`src/rtl/mrc_pkg.sv`:
```
// Constants shared by the receive control block and its register slave
package mrc_pkg;
    localparam int ADDR_W = 12;
    // Register byte offsets
    localparam logic [11:0] OFS_CTRL = 12'h104;
    localparam logic [11:0] OFS_ISTS = 12'h120;
    localparam logic [11:0] OFS_IMASK = 12'h124;
    // Control register field positions
    localparam int CTRL_ON = 0;
    localparam int CTRL_DIS = 1;
    localparam int CTRL_VLAN = 2;
    localparam int CTRL_STRIP = 4;
    localparam int CTRL_TSEL = 5;
    localparam int CTRL_MAX_LO = 16;
    localparam int CTRL_MAX_HI = 29;
    // Values after reset
    localparam logic [13:0] MAX_RST = 14'h05EE;
    localparam logic TSEL_RST = 1'b1;
    localparam logic [3:0] IMASK_RST = 4'h0;
    // Frame limits and layout
    localparam logic [13:0] WDOG_CUT = 14'h2C01;
    localparam logic [14:0] VLAN_ADD = 15'h0004;
    localparam logic [2:0] FCS_BYTES = 3'h4;
    localparam logic [15:0] TPID_C = 16'h8100;
    localparam logic [15:0] TPID_S = 16'h88A8;
    localparam logic [13:0] TYPE1_IDX = 14'h000E;
    localparam logic [13:0] TYPE2_IDX = 14'h0012;
    // Interrupt status bits
    localparam int IRQ_DONE = 0;
    localparam int IRQ_LONG = 1;
    localparam int IRQ_WDOG = 2;
    localparam int IRQ_DIS = 3;
    // Status word field positions
    localparam int SW_LONG = 16;
    localparam int SW_WDOG = 17;
    localparam int SW_FCS = 18;
    localparam logic [1:0] RESP_OKAY = 2'h0;
    localparam logic [1:0] RESP_SLVERR = 2'h2;

    typedef enum logic [1:0] {
        MRC_IDLE = 2'b00,
        MRC_RECV = 2'b01,
        MRC_DROP = 2'b10
    } mrc_state_e;
endpackage

```
`src/rtl/mrc_axil_slave.sv`:
```
// AXI4-Lite slave front end turning bus cycles into register strobes
`timescale 1ns/100ps
module mrc_axil_slave
    import mrc_pkg::*;
(
    // Clock and reset
    input wire logic sys_clk,
    input wire logic srst,
    // Write address and data
    input wire logic [ADDR_W-1:0] s_axi_awaddr,
    input wire logic s_axi_awvalid,
    output logic s_axi_awready,
    input wire logic [31:0] s_axi_wdata,
    input wire logic [3:0] s_axi_wstrb,
    input wire logic s_axi_wvalid,
    output logic s_axi_wready,
    // Write response
    output logic [1:0] s_axi_bresp,
    output logic s_axi_bvalid,
    input wire logic s_axi_bready,
    // Read
    input wire logic [ADDR_W-1:0] s_axi_araddr,
    input wire logic s_axi_arvalid,
    output logic s_axi_arready,
    output logic [31:0] s_axi_rdata,
    output logic [1:0] s_axi_rresp,
    output logic s_axi_rvalid,
    input wire logic s_axi_rready,
    // Register side
    output logic wr_en,
    output logic [ADDR_W-1:0] wr_addr,
    output logic [31:0] wr_data,
    output logic [3:0] wr_strb,
    input wire logic wr_hit,
    output logic [ADDR_W-1:0] rd_addr,
    input wire logic [31:0] rd_data,
    input wire logic rd_hit
);
    logic aw_full_r;
    logic w_full_r;
    logic bvalid_r;
    logic [1:0] bresp_r;
    logic rvalid_r;
    logic [31:0] rdata_r;
    logic [1:0] rresp_r;
    logic [ADDR_W-1:0] awaddr_r;
    logic [31:0] wdata_r;
    logic [3:0] wstrb_r;
    wire aw_take = s_axi_awvalid & s_axi_awready;
    wire w_take = s_axi_wvalid & s_axi_wready;
    wire ar_take = s_axi_arvalid & s_axi_arready;

    // Either channel may arrive first; each is held until both are in
    assign s_axi_awready = ~aw_full_r & ~bvalid_r;
    assign s_axi_wready = ~w_full_r & ~bvalid_r;
    assign s_axi_arready = ~rvalid_r;
    assign wr_en = aw_full_r & w_full_r & ~bvalid_r;
    assign wr_addr = awaddr_r;
    assign wr_data = wdata_r;
    assign wr_strb = wstrb_r;
    assign rd_addr = s_axi_araddr;
    assign s_axi_bvalid = bvalid_r;
    assign s_axi_bresp = bresp_r;
    assign s_axi_rvalid = rvalid_r;
    assign s_axi_rdata = rdata_r;
    assign s_axi_rresp = rresp_r;

    always_ff @(posedge sys_clk) begin
        if (srst) begin
            aw_full_r <= 1'b0;
            w_full_r <= 1'b0;
            bvalid_r <= 1'b0;
            bresp_r <= RESP_OKAY;
            awaddr_r <= '0;
            wdata_r <= '0;
            wstrb_r <= '0;
        end else begin
            if (aw_take) begin
                aw_full_r <= 1'b1;
                awaddr_r <= s_axi_awaddr;
            end
            if (w_take) begin
                w_full_r <= 1'b1;
                wdata_r <= s_axi_wdata;
                wstrb_r <= s_axi_wstrb;
            end
            if (wr_en) begin
                aw_full_r <= 1'b0;
                w_full_r <= 1'b0;
                bvalid_r <= 1'b1;
                bresp_r <= wr_hit ? RESP_OKAY : RESP_SLVERR;
            end else if (bvalid_r && s_axi_bready) begin
                bvalid_r <= 1'b0;
            end
        end
    end

    always_ff @(posedge sys_clk) begin
        if (srst) begin
            rvalid_r <= 1'b0;
            rdata_r <= '0;
            rresp_r <= RESP_OKAY;
        end else if (ar_take) begin
            rvalid_r <= 1'b1;
            rdata_r <= rd_hit ? rd_data : 32'h00000000;
            rresp_r <= rd_hit ? RESP_OKAY : RESP_SLVERR;
        end else if (rvalid_r && s_axi_rready) begin
            rvalid_r <= 1'b0;
        end
    end
endmodule

```
`src/rtl/mrc_rx_ctrl.sv`:
```
// Receive control of the MAC: size limits, watchdog cut, FCS strip, disable
//
// Summary of operation
// Frames longer than the 14-bit maximum size (reset 1518) are flagged long.
// The watchdog cuts and aborts every frame longer than 11264 bytes.
// Select bit 0: cut at maximum plus one, status shows long and length.
// Select bit 1 (reset): cut at 11265, status shows long, 11265, watchdog.
// With strip set the last 4 bytes of each frame are dropped; resets off.
// Enforcement clear: one limit, the maximum size, for every frame.
// Enforcement set: limit grows by 4 per VLAN tag, up to two tags.
// Falling enable sets the sticky disabled flag once disabling completes.
// Frames are accepted only while the enable bit is set; resets clear.
// A frame in progress when enable clears is finished before disabling.
// Software keeps the size, cut, strip and VLAN settings still while enabled.
// Reserved control bits read as zero and ignore writes.
`timescale 1ns/100ps
module mrc_rx_ctrl
    import mrc_pkg::*;
(
    // Clock and reset
    input wire logic sys_clk,
    input wire logic srst,
    // AXI4-Lite register bus
    input wire logic [ADDR_W-1:0] s_axi_awaddr,
    input wire logic s_axi_awvalid,
    output logic s_axi_awready,
    input wire logic [31:0] s_axi_wdata,
    input wire logic [3:0] s_axi_wstrb,
    input wire logic s_axi_wvalid,
    output logic s_axi_wready,
    output logic [1:0] s_axi_bresp,
    output logic s_axi_bvalid,
    input wire logic s_axi_bready,
    input wire logic [ADDR_W-1:0] s_axi_araddr,
    input wire logic s_axi_arvalid,
    output logic s_axi_arready,
    output logic [31:0] s_axi_rdata,
    output logic [1:0] s_axi_rresp,
    output logic s_axi_rvalid,
    input wire logic s_axi_rready,
    // PHY receive byte stream
    input wire logic phy_rx_dv,
    input wire logic phy_rx_er,
    input wire logic [7:0] phy_rx_data,
    // Towards the fifo controller
    output logic fifo_valid,
    output logic [7:0] fifo_data,
    output logic rx_status_valid,
    output logic [31:0] rx_status_word,
    // Interrupt
    output logic irq
);
    function automatic logic [31:0] wmerge(input logic [31:0] old, input logic [31:0] d,
                                           input logic [3:0] s);
        for (int i = 0; i < 4; i++) begin
            if (s[i]) old[i*8 +: 8] = d[i*8 +: 8];
        end
        return old;
    endfunction

    logic receiver_on_r;
    logic on_prev_r;
    logic rx_dis_r;
    logic dis_pend_r;
    logic vlan_size_enforce_r;
    logic fcs_strip_r;
    logic truncation_length_select_r;
    logic [13:0] max_size_r;
    logic [3:0] ists_r;
    logic [3:0] imask_r;
    mrc_state_e state_r;
    mrc_state_e state_nxt;
    logic dv_prev_r;
    logic [13:0] cnt_r;
    logic [7:0] type_hi_r;
    logic [1:0] tags_r;
    logic long_r;
    logic err_r;
    logic [7:0] dl_r [0:3];
    logic [2:0] held_r;
    logic out_valid_r;
    logic [7:0] out_data_r;
    logic stat_valid_r;
    logic [31:0] stat_r;

    logic wr_en;
    logic [ADDR_W-1:0] wr_addr;
    logic [31:0] wr_data;
    logic [3:0] wr_strb;
    logic [ADDR_W-1:0] rd_addr;
    logic [31:0] rd_data;
    logic wr_hit;
    logic rd_hit;

    mrc_axil_slave u_bus (
        .sys_clk(sys_clk), .srst(srst),
        .s_axi_awaddr(s_axi_awaddr), .s_axi_awvalid(s_axi_awvalid),
        .s_axi_awready(s_axi_awready), .s_axi_wdata(s_axi_wdata),
        .s_axi_wstrb(s_axi_wstrb), .s_axi_wvalid(s_axi_wvalid),
        .s_axi_wready(s_axi_wready), .s_axi_bresp(s_axi_bresp),
        .s_axi_bvalid(s_axi_bvalid), .s_axi_bready(s_axi_bready),
        .s_axi_araddr(s_axi_araddr), .s_axi_arvalid(s_axi_arvalid),
        .s_axi_arready(s_axi_arready), .s_axi_rdata(s_axi_rdata),
        .s_axi_rresp(s_axi_rresp), .s_axi_rvalid(s_axi_rvalid),
        .s_axi_rready(s_axi_rready),
        .wr_en(wr_en), .wr_addr(wr_addr), .wr_data(wr_data), .wr_strb(wr_strb),
        .wr_hit(wr_hit), .rd_addr(rd_addr), .rd_data(rd_data), .rd_hit(rd_hit)
    );

    // Register decode and read image
    wire wr_ctrl = wr_en && (wr_addr == OFS_CTRL);
    wire wr_ists = wr_en && (wr_addr == OFS_ISTS);
    wire wr_imask = wr_en && (wr_addr == OFS_IMASK);
    assign wr_hit = (wr_addr == OFS_CTRL) || (wr_addr == OFS_ISTS) || (wr_addr == OFS_IMASK);
    assign rd_hit = (rd_addr == OFS_CTRL) || (rd_addr == OFS_ISTS) || (rd_addr == OFS_IMASK);
    wire [31:0] ctrl_img = {2'h0, max_size_r, 10'h000, truncation_length_select_r,
                            fcs_strip_r, 1'b0, vlan_size_enforce_r, rx_dis_r,
                            receiver_on_r};
    wire [31:0] ctrl_w = wmerge(32'h00000000, wr_data, wr_strb);
    wire [31:0] ctrl_new = wmerge(ctrl_img, wr_data, wr_strb);
    wire [31:0] ists_w = wmerge(32'h00000000, wr_data, wr_strb);
    wire [31:0] imask_new = wmerge({28'h0000000, imask_r}, wr_data, wr_strb);
    assign rd_data = (rd_addr == OFS_CTRL) ? ctrl_img :
                     (rd_addr == OFS_ISTS) ? {28'h0000000, ists_r} :
                     (rd_addr == OFS_IMASK) ? {28'h0000000, imask_r} : 32'h00000000;

    // Frame size limits
    wire [14:0] limit = {1'b0, max_size_r} +
                        (vlan_size_enforce_r ? VLAN_ADD * {13'h0000, tags_r} : 15'h0000);
    wire [14:0] cut_len = truncation_length_select_r ? {1'b0, WDOG_CUT} :
                          limit + 15'h0001;
    wire start = (state_r == MRC_IDLE) && phy_rx_dv && !dv_prev_r && receiver_on_r;
    wire take = start || ((state_r == MRC_RECV) && phy_rx_dv);
    wire [13:0] cnt_nxt = start ? 14'h0001 : cnt_r + 14'h0001;
    wire wdog_hit = take && (cnt_nxt == WDOG_CUT);
    wire cut = take && (({1'b0, cnt_nxt} == cut_len) || wdog_hit);
    // Cleared at start so a long frame cannot mark the next; watchdog cut is always long
    wire long_nxt = (!start && long_r) || ({1'b0, cnt_nxt} > limit) || wdog_hit;
    wire end_ok = (state_r == MRC_RECV) && !phy_rx_dv;
    wire frame_end = end_ok || cut;
    wire [15:0] type_pair = {type_hi_r, phy_rx_data};
    wire is_tpid = (type_pair == TPID_C) || (type_pair == TPID_S);
    wire fell_on = on_prev_r && !receiver_on_r;
    wire dis_set = (fell_on || dis_pend_r) && (state_r == MRC_IDLE);
    wire [3:0] ev = {dis_set, wdog_hit, cut && long_nxt, frame_end};

    always_comb begin
        state_nxt = state_r;
        case (state_r)
            MRC_IDLE: begin
                if (start) state_nxt = cut ? MRC_DROP : MRC_RECV;
            end
            MRC_RECV: begin
                if (!phy_rx_dv) state_nxt = MRC_IDLE;
                else if (cut) state_nxt = MRC_DROP;
            end
            MRC_DROP: begin
                if (!phy_rx_dv) state_nxt = MRC_IDLE;
            end
            default: state_nxt = MRC_IDLE;
        endcase
    end

    // Software registers; hardware set wins over software clear
    always_ff @(posedge sys_clk) begin
        if (srst) begin
            receiver_on_r <= 1'b0;
            vlan_size_enforce_r <= 1'b0;
            fcs_strip_r <= 1'b0;
            truncation_length_select_r <= TSEL_RST;
            max_size_r <= MAX_RST;
            imask_r <= IMASK_RST;
        end else begin
            if (wr_ctrl) begin
                receiver_on_r <= ctrl_new[CTRL_ON];
                vlan_size_enforce_r <= ctrl_new[CTRL_VLAN];
                fcs_strip_r <= ctrl_new[CTRL_STRIP];
                truncation_length_select_r <= ctrl_new[CTRL_TSEL];
                max_size_r <= ctrl_new[CTRL_MAX_HI:CTRL_MAX_LO];
            end
            if (wr_imask) imask_r <= imask_new[3:0];
        end
    end

    always_ff @(posedge sys_clk) begin
        if (srst) begin
            on_prev_r <= 1'b0;
            rx_dis_r <= 1'b0;
            dis_pend_r <= 1'b0;
            ists_r <= 4'h0;
        end else begin
            on_prev_r <= receiver_on_r;
            rx_dis_r <= dis_set | (rx_dis_r & ~(wr_ctrl & ctrl_w[CTRL_DIS]));
            dis_pend_r <= (dis_pend_r | fell_on) & ~dis_set & ~receiver_on_r;
            ists_r <= ev | (ists_r & ~(wr_ists ? ists_w[3:0] : 4'h0));
        end
    end
    assign irq = |(ists_r & imask_r);

    // Frame tracking
    always_ff @(posedge sys_clk) begin
        if (srst) begin
            state_r <= MRC_IDLE;
            dv_prev_r <= 1'b0;
            cnt_r <= 14'h0000;
            type_hi_r <= 8'h00;
            tags_r <= 2'h0;
            long_r <= 1'b0;
            err_r <= 1'b0;
        end else begin
            state_r <= state_nxt;
            dv_prev_r <= phy_rx_dv;
            if (take) begin
                cnt_r <= cnt_nxt;
                long_r <= long_nxt;
                err_r <= (start ? 1'b0 : err_r) | phy_rx_er;
                type_hi_r <= phy_rx_data;
                if (start) begin
                    tags_r <= 2'h0;
                end else if (cnt_nxt == TYPE1_IDX && is_tpid) begin
                    tags_r <= 2'h1;
                end else if (cnt_nxt == TYPE2_IDX && is_tpid && tags_r == 2'h1) begin
                    tags_r <= 2'h2;
                end
            end
        end
    end

    // Output path; four bytes held back while stripping
    always_ff @(posedge sys_clk) begin
        if (srst) begin
            held_r <= 3'h0;
            out_valid_r <= 1'b0;
            out_data_r <= 8'h00;
            for (int i = 0; i < 4; i++) dl_r[i] <= 8'h00;
        end else begin
            out_valid_r <= take && (!fcs_strip_r || held_r == FCS_BYTES);
            out_data_r <= fcs_strip_r ? dl_r[3] : phy_rx_data;
            if (take) begin
                dl_r[0] <= phy_rx_data;
                for (int i = 1; i < 4; i++) dl_r[i] <= dl_r[i-1];
            end
            if (frame_end) held_r <= 3'h0;
            else if (take && held_r != FCS_BYTES) held_r <= held_r + 3'h1;
        end
    end

    // Status word handed over at the cut or at the end of the frame
    always_ff @(posedge sys_clk) begin
        if (srst) begin
            stat_valid_r <= 1'b0;
            stat_r <= 32'h00000000;
        end else begin
            stat_valid_r <= frame_end;
            if (frame_end) begin
                stat_r <= 32'h00000000;
                stat_r[13:0] <= cut ? cnt_nxt : cnt_r;
                stat_r[SW_LONG] <= cut ? long_nxt : long_r;
                stat_r[SW_WDOG] <= wdog_hit;
                // Cut frames lose their FCS, so they report an FCS error
                stat_r[SW_FCS] <= cut | err_r | (take & phy_rx_er);
            end
        end
    end
    assign fifo_valid = out_valid_r;
    assign fifo_data = out_data_r;
    assign rx_status_valid = stat_valid_r;
    assign rx_status_word = stat_r;

    // Checks
    logic [13:0] out_cnt_r;
    always_ff @(posedge sys_clk) begin
        if (srst || stat_valid_r) out_cnt_r <= 14'h0000;
        else if (out_valid_r) out_cnt_r <= out_cnt_r + 14'h0001;
    end
    wire [13:0] out_tot = out_cnt_r + {13'h0000, out_valid_r};
endmodule
```
`config.mk`:
```
export PLATFORM = sky130hd
export DESIGN_NAME = mrc_rx_ctrl
export DESIGN_NICKNAME = d
export VERILOG_FILES = /design/src/rtl/mrc_pkg.sv /design/src/rtl/mrc_axil_slave.sv /design/src/rtl/mrc_rx_ctrl.sv
export SDC_FILE = /design/constraint.sdc
export NUM_CORES = 1
export LEC_CHECK = 0
export BUFFER_PORTS_ARGS = -buffer_cell sky130_fd_sc_hd__buf_2
export CORE_MARGIN = 1
export CORE_UTILIZATION = 40
export CTS_CLUSTER_SIZE = 8
export DETAILED_ROUTE_END_ITERATION = 8
export GPL_TIMING_DRIVEN = 0
export PLACE_DENSITY_LB_ADDON = 0.15
export SLEW_MARGIN = 5
export SYNTH_ARGS = -nofsm -noshare
export SYNTH_HDL_FRONTEND = slang
export SYNTH_HIERARCHICAL = 1
export SYNTH_SLANG_ARGS = --single-unit
```
`constraint.sdc`:
```
create_clock -name sys_clk -period 10.6 [get_ports sys_clk]
set_input_delay 1.06 -clock sys_clk [delete_from_list [all_inputs] [get_ports sys_clk]]
set_output_delay 1.06 -clock sys_clk [all_outputs]
set_load 0.05 [all_outputs]
```
==> impl_metrics.toml, run 1 <==
[pwr]
clockPowerShare = 0.415
vdd_drop_max_mv = 0.0916
p_leak_nw = 4.57
seq_power_share = 0.510
power_switching_uw = 396
p_int_mw = 1.11
combPwrFrac = 0.075
p_per_area_nw_per_um2 = 133
p_sw_frac = 0.263

[sta]
fin_tns_setup_ns = 0
slew_violations = 0
min_period_over_period = 0.405
setup_ws_ns = 6.30
fin_skew_ns = 0.0150
tightestPinTransition_ns = 1.15
timing.slew.headroom = 0.226
fin_crit_ns = 4.30
hold_viol_final = 0
finalSetupViolations = 0
fmax_mhz = 233
rsz0062_at_grt = "no"

[global_routing]
antenna_found_initial = 0
grt.total_usage = 0.212
met2_usage = 0.350
top_usage_layer = "met2"
grtUsageMet1 = 0.287
grt_overflow = 0
use_met3 = 0.0333
grt_pass1_wl_mm = 40.7
grt_max_degree = 34
grt_pass1_vias = 7752

[cts]
clkTransAtPathRegs_ns = 0.08
cts_buffer_depth = 2
cts-root-buf = "clkbuf_16"
cts_tree = "yes"
cts_resized = 0
cts.sinks = 193
cts_setup_buffers = 0
cts_buffers = 17
postCtsHoldBufs = 0
insertion_delay_ns = 0.44
htreeDepth = 4

[status]
outcome = "complete, no violations"

[placed_design]
portBuffers = 117
dp_cells = 1567
finalWeightedCongestion = 0.854
dp_slack_ns = 6.18
hpwl_mm = 19.2

[min_path]
hp-class = "reg2reg"

[worst_setup_path]
start_kind = "flip-flop"
cp.arrival_ns = 4.60
cp-end-kind = "flip-flop"
path_class = "reg2reg"
cp_data_required_time_ns = 10.90
cp_max_fo = 10

[finish]
fin_cells = 1600
utilization = 0.479
final_layout_size_suffix_gt1_frac = 0.179
fin_nets = 1365
fillers = 2382
area_growth_pct = 17.0

[detailed_routing]
drc = 0
via_per_inst = 5.06
dr.pass1.iters = 5
wl_mm = 25.5
first_iter_violations = 328
vias = 8093
wl_per_cell_um = 15.9
antenna_left = 0

[floorplanning]
die_h_um = 158
initial_core_util = 0.410
ios = 161
rows = 56
fp.dieW_um = 158
die_area_um2 = 24800
core-area_um2 = 23600

[flow_run]
maxCapViolCount = 0

[logic_synthesis]
synth_area_um2 = 9670
synthCells = 1104
syn_area_per_cell_um2 = 8.76
synth_warnings = 6
## registers in the layout, summed over array words and instances, names as in the netlist, 4 cells and up
signal             count
dl_r                  32
rx_status_word        17
u_bus/wr_addr         12
fifo_data              8
type_hi_r              8
u_bus/wr_data         20
cnt_r                 14
ists_r                 4
u_bus/s_axi_rdata     32
max_size_r            14
imask_r                4
## final cells by class
cell class	count	area (µm²)	area share
clock buffer	18	439	0.0388
sequential	193	4180	0.370
tap	319	399	0.0353
inverter	28	105	0.00928
timing repair buffer	117	586	0.0517
clock inverter	14	120	0.0106
buffer	105	593	0.0524
antenna	1	2.50	0.000221
multi-input combinational	805	4890	0.432
## path summary, 6_finish.rpt
| check | to | slack [ns] | start | cells past startpoint |
|---|---|---|---|---|
| max | rx_status_word[5] | 6.30 | vlan_size_enforce_r | 15 |
| min | u_bus/s_axi_rdata[10] | 0.45 | u_bus/s_axi_rdata[10] | 2 |
| max reg2reg | rx_status_word[5] | 6.30 | vlan_size_enforce_r | 15 |
| min reg2reg | u_bus/s_axi_rdata[10] | 0.45 | u_bus/s_axi_rdata[10] | 2 |
## worst max-delay path, cell delays in order, from the launching register on
cell,delay (ns)
dfxtp_1,0.38
and2_1,0.14
ha_1,0.20
inv_1,0.07
fa_1,0.48
xor2_1,0.26
nor3_1,0.50
a211oi_1,0.14
or3b_2,0.48
xnor2_1,0.15
a2111oi_2,0.42
and3_1,0.23
a31o_4,0.22
buf_6,0.16
nor3b_1,0.26
a211oi_2,0.07
## power groups by stage
stage,clock (mW),combinational [mW],sequential [mW]
2_1_floorplan,0,0.0720,0.792
3_3_place_gp,0,0.113,0.785
3_5_place_dp,0,0.113,0.785
4_1_cts,0.634,0.113,0.768
5_1_grt,0.664,0.124,0.770
6_report,0.626,0.113,0.768
## layout by cell type, fill, tap and decap left out, types with 8 or more instances in the layout
| master | n |
|---|---|
| dfxtp_1 | 161 |
| nand2_1 | 157 |
| buf_2 | 126 |
| a21oi_1 | 107 |
| nor2_1 | 68 |
| and2_1 | 60 |
| nand3_1 | 52 |
| clkbuf_1 | 48 |
| mux2i_1 | 38 |
| buf_4 | 34 |
| edfxtp_1 | 32 |
| conb_1 | 29 |
| inv_1 | 26 |
| o21ai_0 | 22 |
| xnor2_1 | 20 |
| ha_1 | 20 |
| nor3_1 | 17 |
| nor2b_1 | 17 |
| clkbuf_16 | 17 |
| a21o_1 | 14 |
| a211oi_1 | 12 |
| a211o_1 | 12 |
| nand4_1 | 11 |
| xor2_1 | 11 |
| nor3b_1 | 10 |
| buf_6 | 8 |
## stage by stage
step	power, mW	cell area [µm²]	hold slack (ns)
finish	1.51	11300	0.451
global route	1.56	11300	0.463
CTS	1.52	11300	0.453
detailed placement	0.899	10800	0.435
global placement	0.898	10800	0.429
floorplan	0.864	9770	0.418
## per-layer routing
metal	up-vias	share of wire
met4	0	0.0098
met1	3798	0.48
met2	143	0.48
met5	-	0
li1	4131	-
met3	21	0.031
No activity file was read; power rests on OpenSTA's default activity.
==> run 2: changes to the inputs <==
--- a/config.mk
+++ b/config.mk
@@ -5,6 +5,7 @@
 export SDC_FILE = /design/constraint.sdc
 export NUM_CORES = 1
 export LEC_CHECK = 0
+export ABC_AREA = 1
 export BUFFER_PORTS_ARGS = -buffer_cell sky130_fd_sc_hd__buf_2
 export CORE_MARGIN = 1
 export CORE_UTILIZATION = 40
==> constraint.sdc (replaced) <==
create_clock -name sys_clk -period 3.78 [get_ports sys_clk]
set_input_delay 0.378 -clock sys_clk [delete_from_list [all_inputs] [get_ports sys_clk]]
set_output_delay 0.378 -clock sys_clk [all_outputs]
set_load 0.05 [all_outputs]
==> run 2 against run 1 <==
Clock power grew to 3.1 times the previous value; combinational power increased to 4.7 times the previous value; utilization about the same; via count up 20%; critical path depth grew 5; clock-buffer cell count shrank 1; cell count rose by 27%; global-route usage increased by 0.62 points; design area increased by 7.0%.
==> impl_metrics.toml, run 2 <==
[global_routing]
grt.total_usage = 0.218
grt_pass1_vias = 9048
use_met3 = 0.0334
grt_max_degree = 30
grt_overflow = 0
antenna_found_initial = 0
met2_usage = 0.357
grtUsageMet1 = 0.291
top_usage_layer = "met2"
grt_pass1_wl_mm = 45.5

[worst_setup_path]
rr_startpoint = "cnt_r[1]"
ff2ff_path_depth = 20
path_cells = "ha_1 -> nand3_1 -> inv_2 -> nand2_1 -> nor2_1 -> nand2_1 -> o21ai_0 -> nand3_1 -> inv_2 -> ha_1 -> and3_1 -> a211oi_1 -> o21ai_0 -> a22oi_1 -> a2bb2oi_1 -> nand2_1 -> nand3_2 -> nand2_1 -> nand2_1 -> nand2_1"
critical_path.most_common_cell = "nand2_1"
cp-end-kind = "flip-flop"
cp_data_required_time_ns = 4.12
r2r_slack_ns = 0.29
start_kind = "flip-flop"
max_stage_delay_ns = 0.42
cp_max_fo = 5
slowest_stage = "dfxtp_1"
path_class = "reg2reg"
cp.arrival_ns = 3.83
r2r_end = "rx_status_word[16]"

[finish]
final_layout_size_suffix_gt1_frac = 0.152
antenna_cells = 0
seq_area_um2 = 4190
fillers = 2686
multiInputGateArea_um2 = 4890
fin_cells = 2025
final_common_cell = "nand2_1"
fin_nets = 1780
final_cell_mix = "nand2_1 (379), inv_1 (213), nor2_1 (195)"
area_growth_pct = 17.5

[pwr]
finalPower_mw = 4.66
seq_power_share = 0.474
combPwrFrac = 0.113
power_switching_mw = 1.41
p_leak_nw = 6.04
p_sw_frac = 0.302
p_per_area_nw_per_um2 = 384
vdd_drop_max_mv = 0.243
p_int_mw = 3.25
clockPowerShare = 0.413

[logic_synthesis]
syn_area_per_cell_um2 = 6.80
synthCells = 1516
synth_warnings = 6
synth_area_um2 = 10300

[cts]
cts_buffer_depth = 2
htreeDepth = 4
clkTransAtPathRegs_ns = 0.08
cts-root-buf = "clkbuf_16"
cts_tree = "yes"
cts_buffers = 17
cts.sinks = 193
insertion_delay_ns = 0.45

[detailed_routing]
dr.pass1.iters = 5
antenna_left = 0
drc = 0
vias = 9747
wl_mm = 27.7
first_iter_violations = 718
wl_per_cell_um = 13.7
via_per_inst = 4.81

[status]
outcome = "complete, no violations"

[sta]
tightestPinTransition_ns = 0.749
fin_tns_setup_ns = 0
slew_violations = 0
timing.slew.headroom = 0.501
fin_crit_ns = 3.49
min_period_over_period = 0.923
fmax_mhz = 287
fin_skew_ns = 0.0158
rsz0062_at_grt = "no"
hold_viol_final = 0
finalSetupViolations = 0

[placed_design]
hpwl_mm = 21.4
finalWeightedCongestion = 0.926
portBuffers = 115
dp_cells = 1989

[min_path]
worstHoldPathCells = 3
hp-class = "in2reg"
hp-start = "phy_rx_er"
holdPathEnd = "err_r"

[floorplanning]
core-area_um2 = 25300
rows = 58
fp.dieW_um = 163
ios = 161
die_area_um2 = 26400
die_h_um = 163
initial_core_util = 0.408

[flow_run]
maxCapViolCount = 0
[run 2: power groups by stage]
| stage | clock network (mW) | registers (mW) | logic, mW |
|---|---|---|---|
| global route | 2.05 | 2.22 | 0.586 |
| floorplan | 0 | 2.35 | 0.303 |
| detailed placement | 0 | 2.25 | 0.530 |
| finish | 1.92 | 2.21 | 0.528 |
| CTS | 1.96 | 2.21 | 0.531 |
| global placement | 0 | 2.25 | 0.524 |
[run 2: area by class of cell]
cell class	count	share of cell area
buffer	100	0.0447
clock buffer	17	0.0351
clock inverter	15	0.0173
inverter	220	0.0681
multi-input combinational	1030	0.403
sequential	193	0.346
tap	330	0.0341
timing repair buffer	120	0.0516
[run 2: what timing repair did]
| item | 4_1_cts | 5_1_grt |
|---|---|---|
| hold buffers | 0 | 0 |
| setup endpoints to repair | 0 | 23 |
| gates resized for setup | 0 | 13 |
| buffers inserted | 0 | 4 |
| hold endpoints to repair | 0 | 0 |
[run 2: how the worst max path moves through the flow]
stage          cells after the start  slack, ns           startpoint            endpoint
3_3_place_gp                       9      -0.12            phy_rx_dv         dl_r[0][29]
4_1_cts                           22       0.05            tags_r[0]           ists_r[0]
2_1_floorplan                     23       0.74  vlan_size_enforce_r   rx_status_word[0]
5_1_grt                           23       0.01            tags_r[0]   rx_status_word[2]
3_5_place_dp                      22       0.09            tags_r[0]           ists_r[0]
6_report                          20       0.29             cnt_r[1]  rx_status_word[16]
[run 2: stage by stage]
| stage | instance area [µm²] | hold WS [ns] | worst slack [ns] | util |
|---|---|---|---|---|
| after global routing | 12100 | 0.192 | 0.0124 | 0.480 |
| after floorplan | 10400 | 0.408 | 0.736 | - |
| final | 12100 | 0.201 | 0.292 | 0.480 |
| after CTS | 12100 | 0.189 | 0.0461 | 0.477 |
| after detailed placement | 11400 | 0.452 | 0.0918 | 0.452 |
| after global placement | 11400 | 0.439 | -0.116 | 0.451 |
[run 2: layer usage]
layer / wire length [µm] / vias up
met2: 12700 / 230
met1: 13200 / 4352
met5: 0 / -
li1: - / 5131
met4: 671 / 0
met3: 1130 / 34
[run 2: worst max-delay path: cells and delay by family, from the launching register on]
kind	cells	cell delay [ns]
buffers and inverters	2	0.28
and+or+nand+nor	11	1.30
adders and majority gates	2	0.50
DFF	1	0.42
AOI/OAI and AO/OA	5	0.89
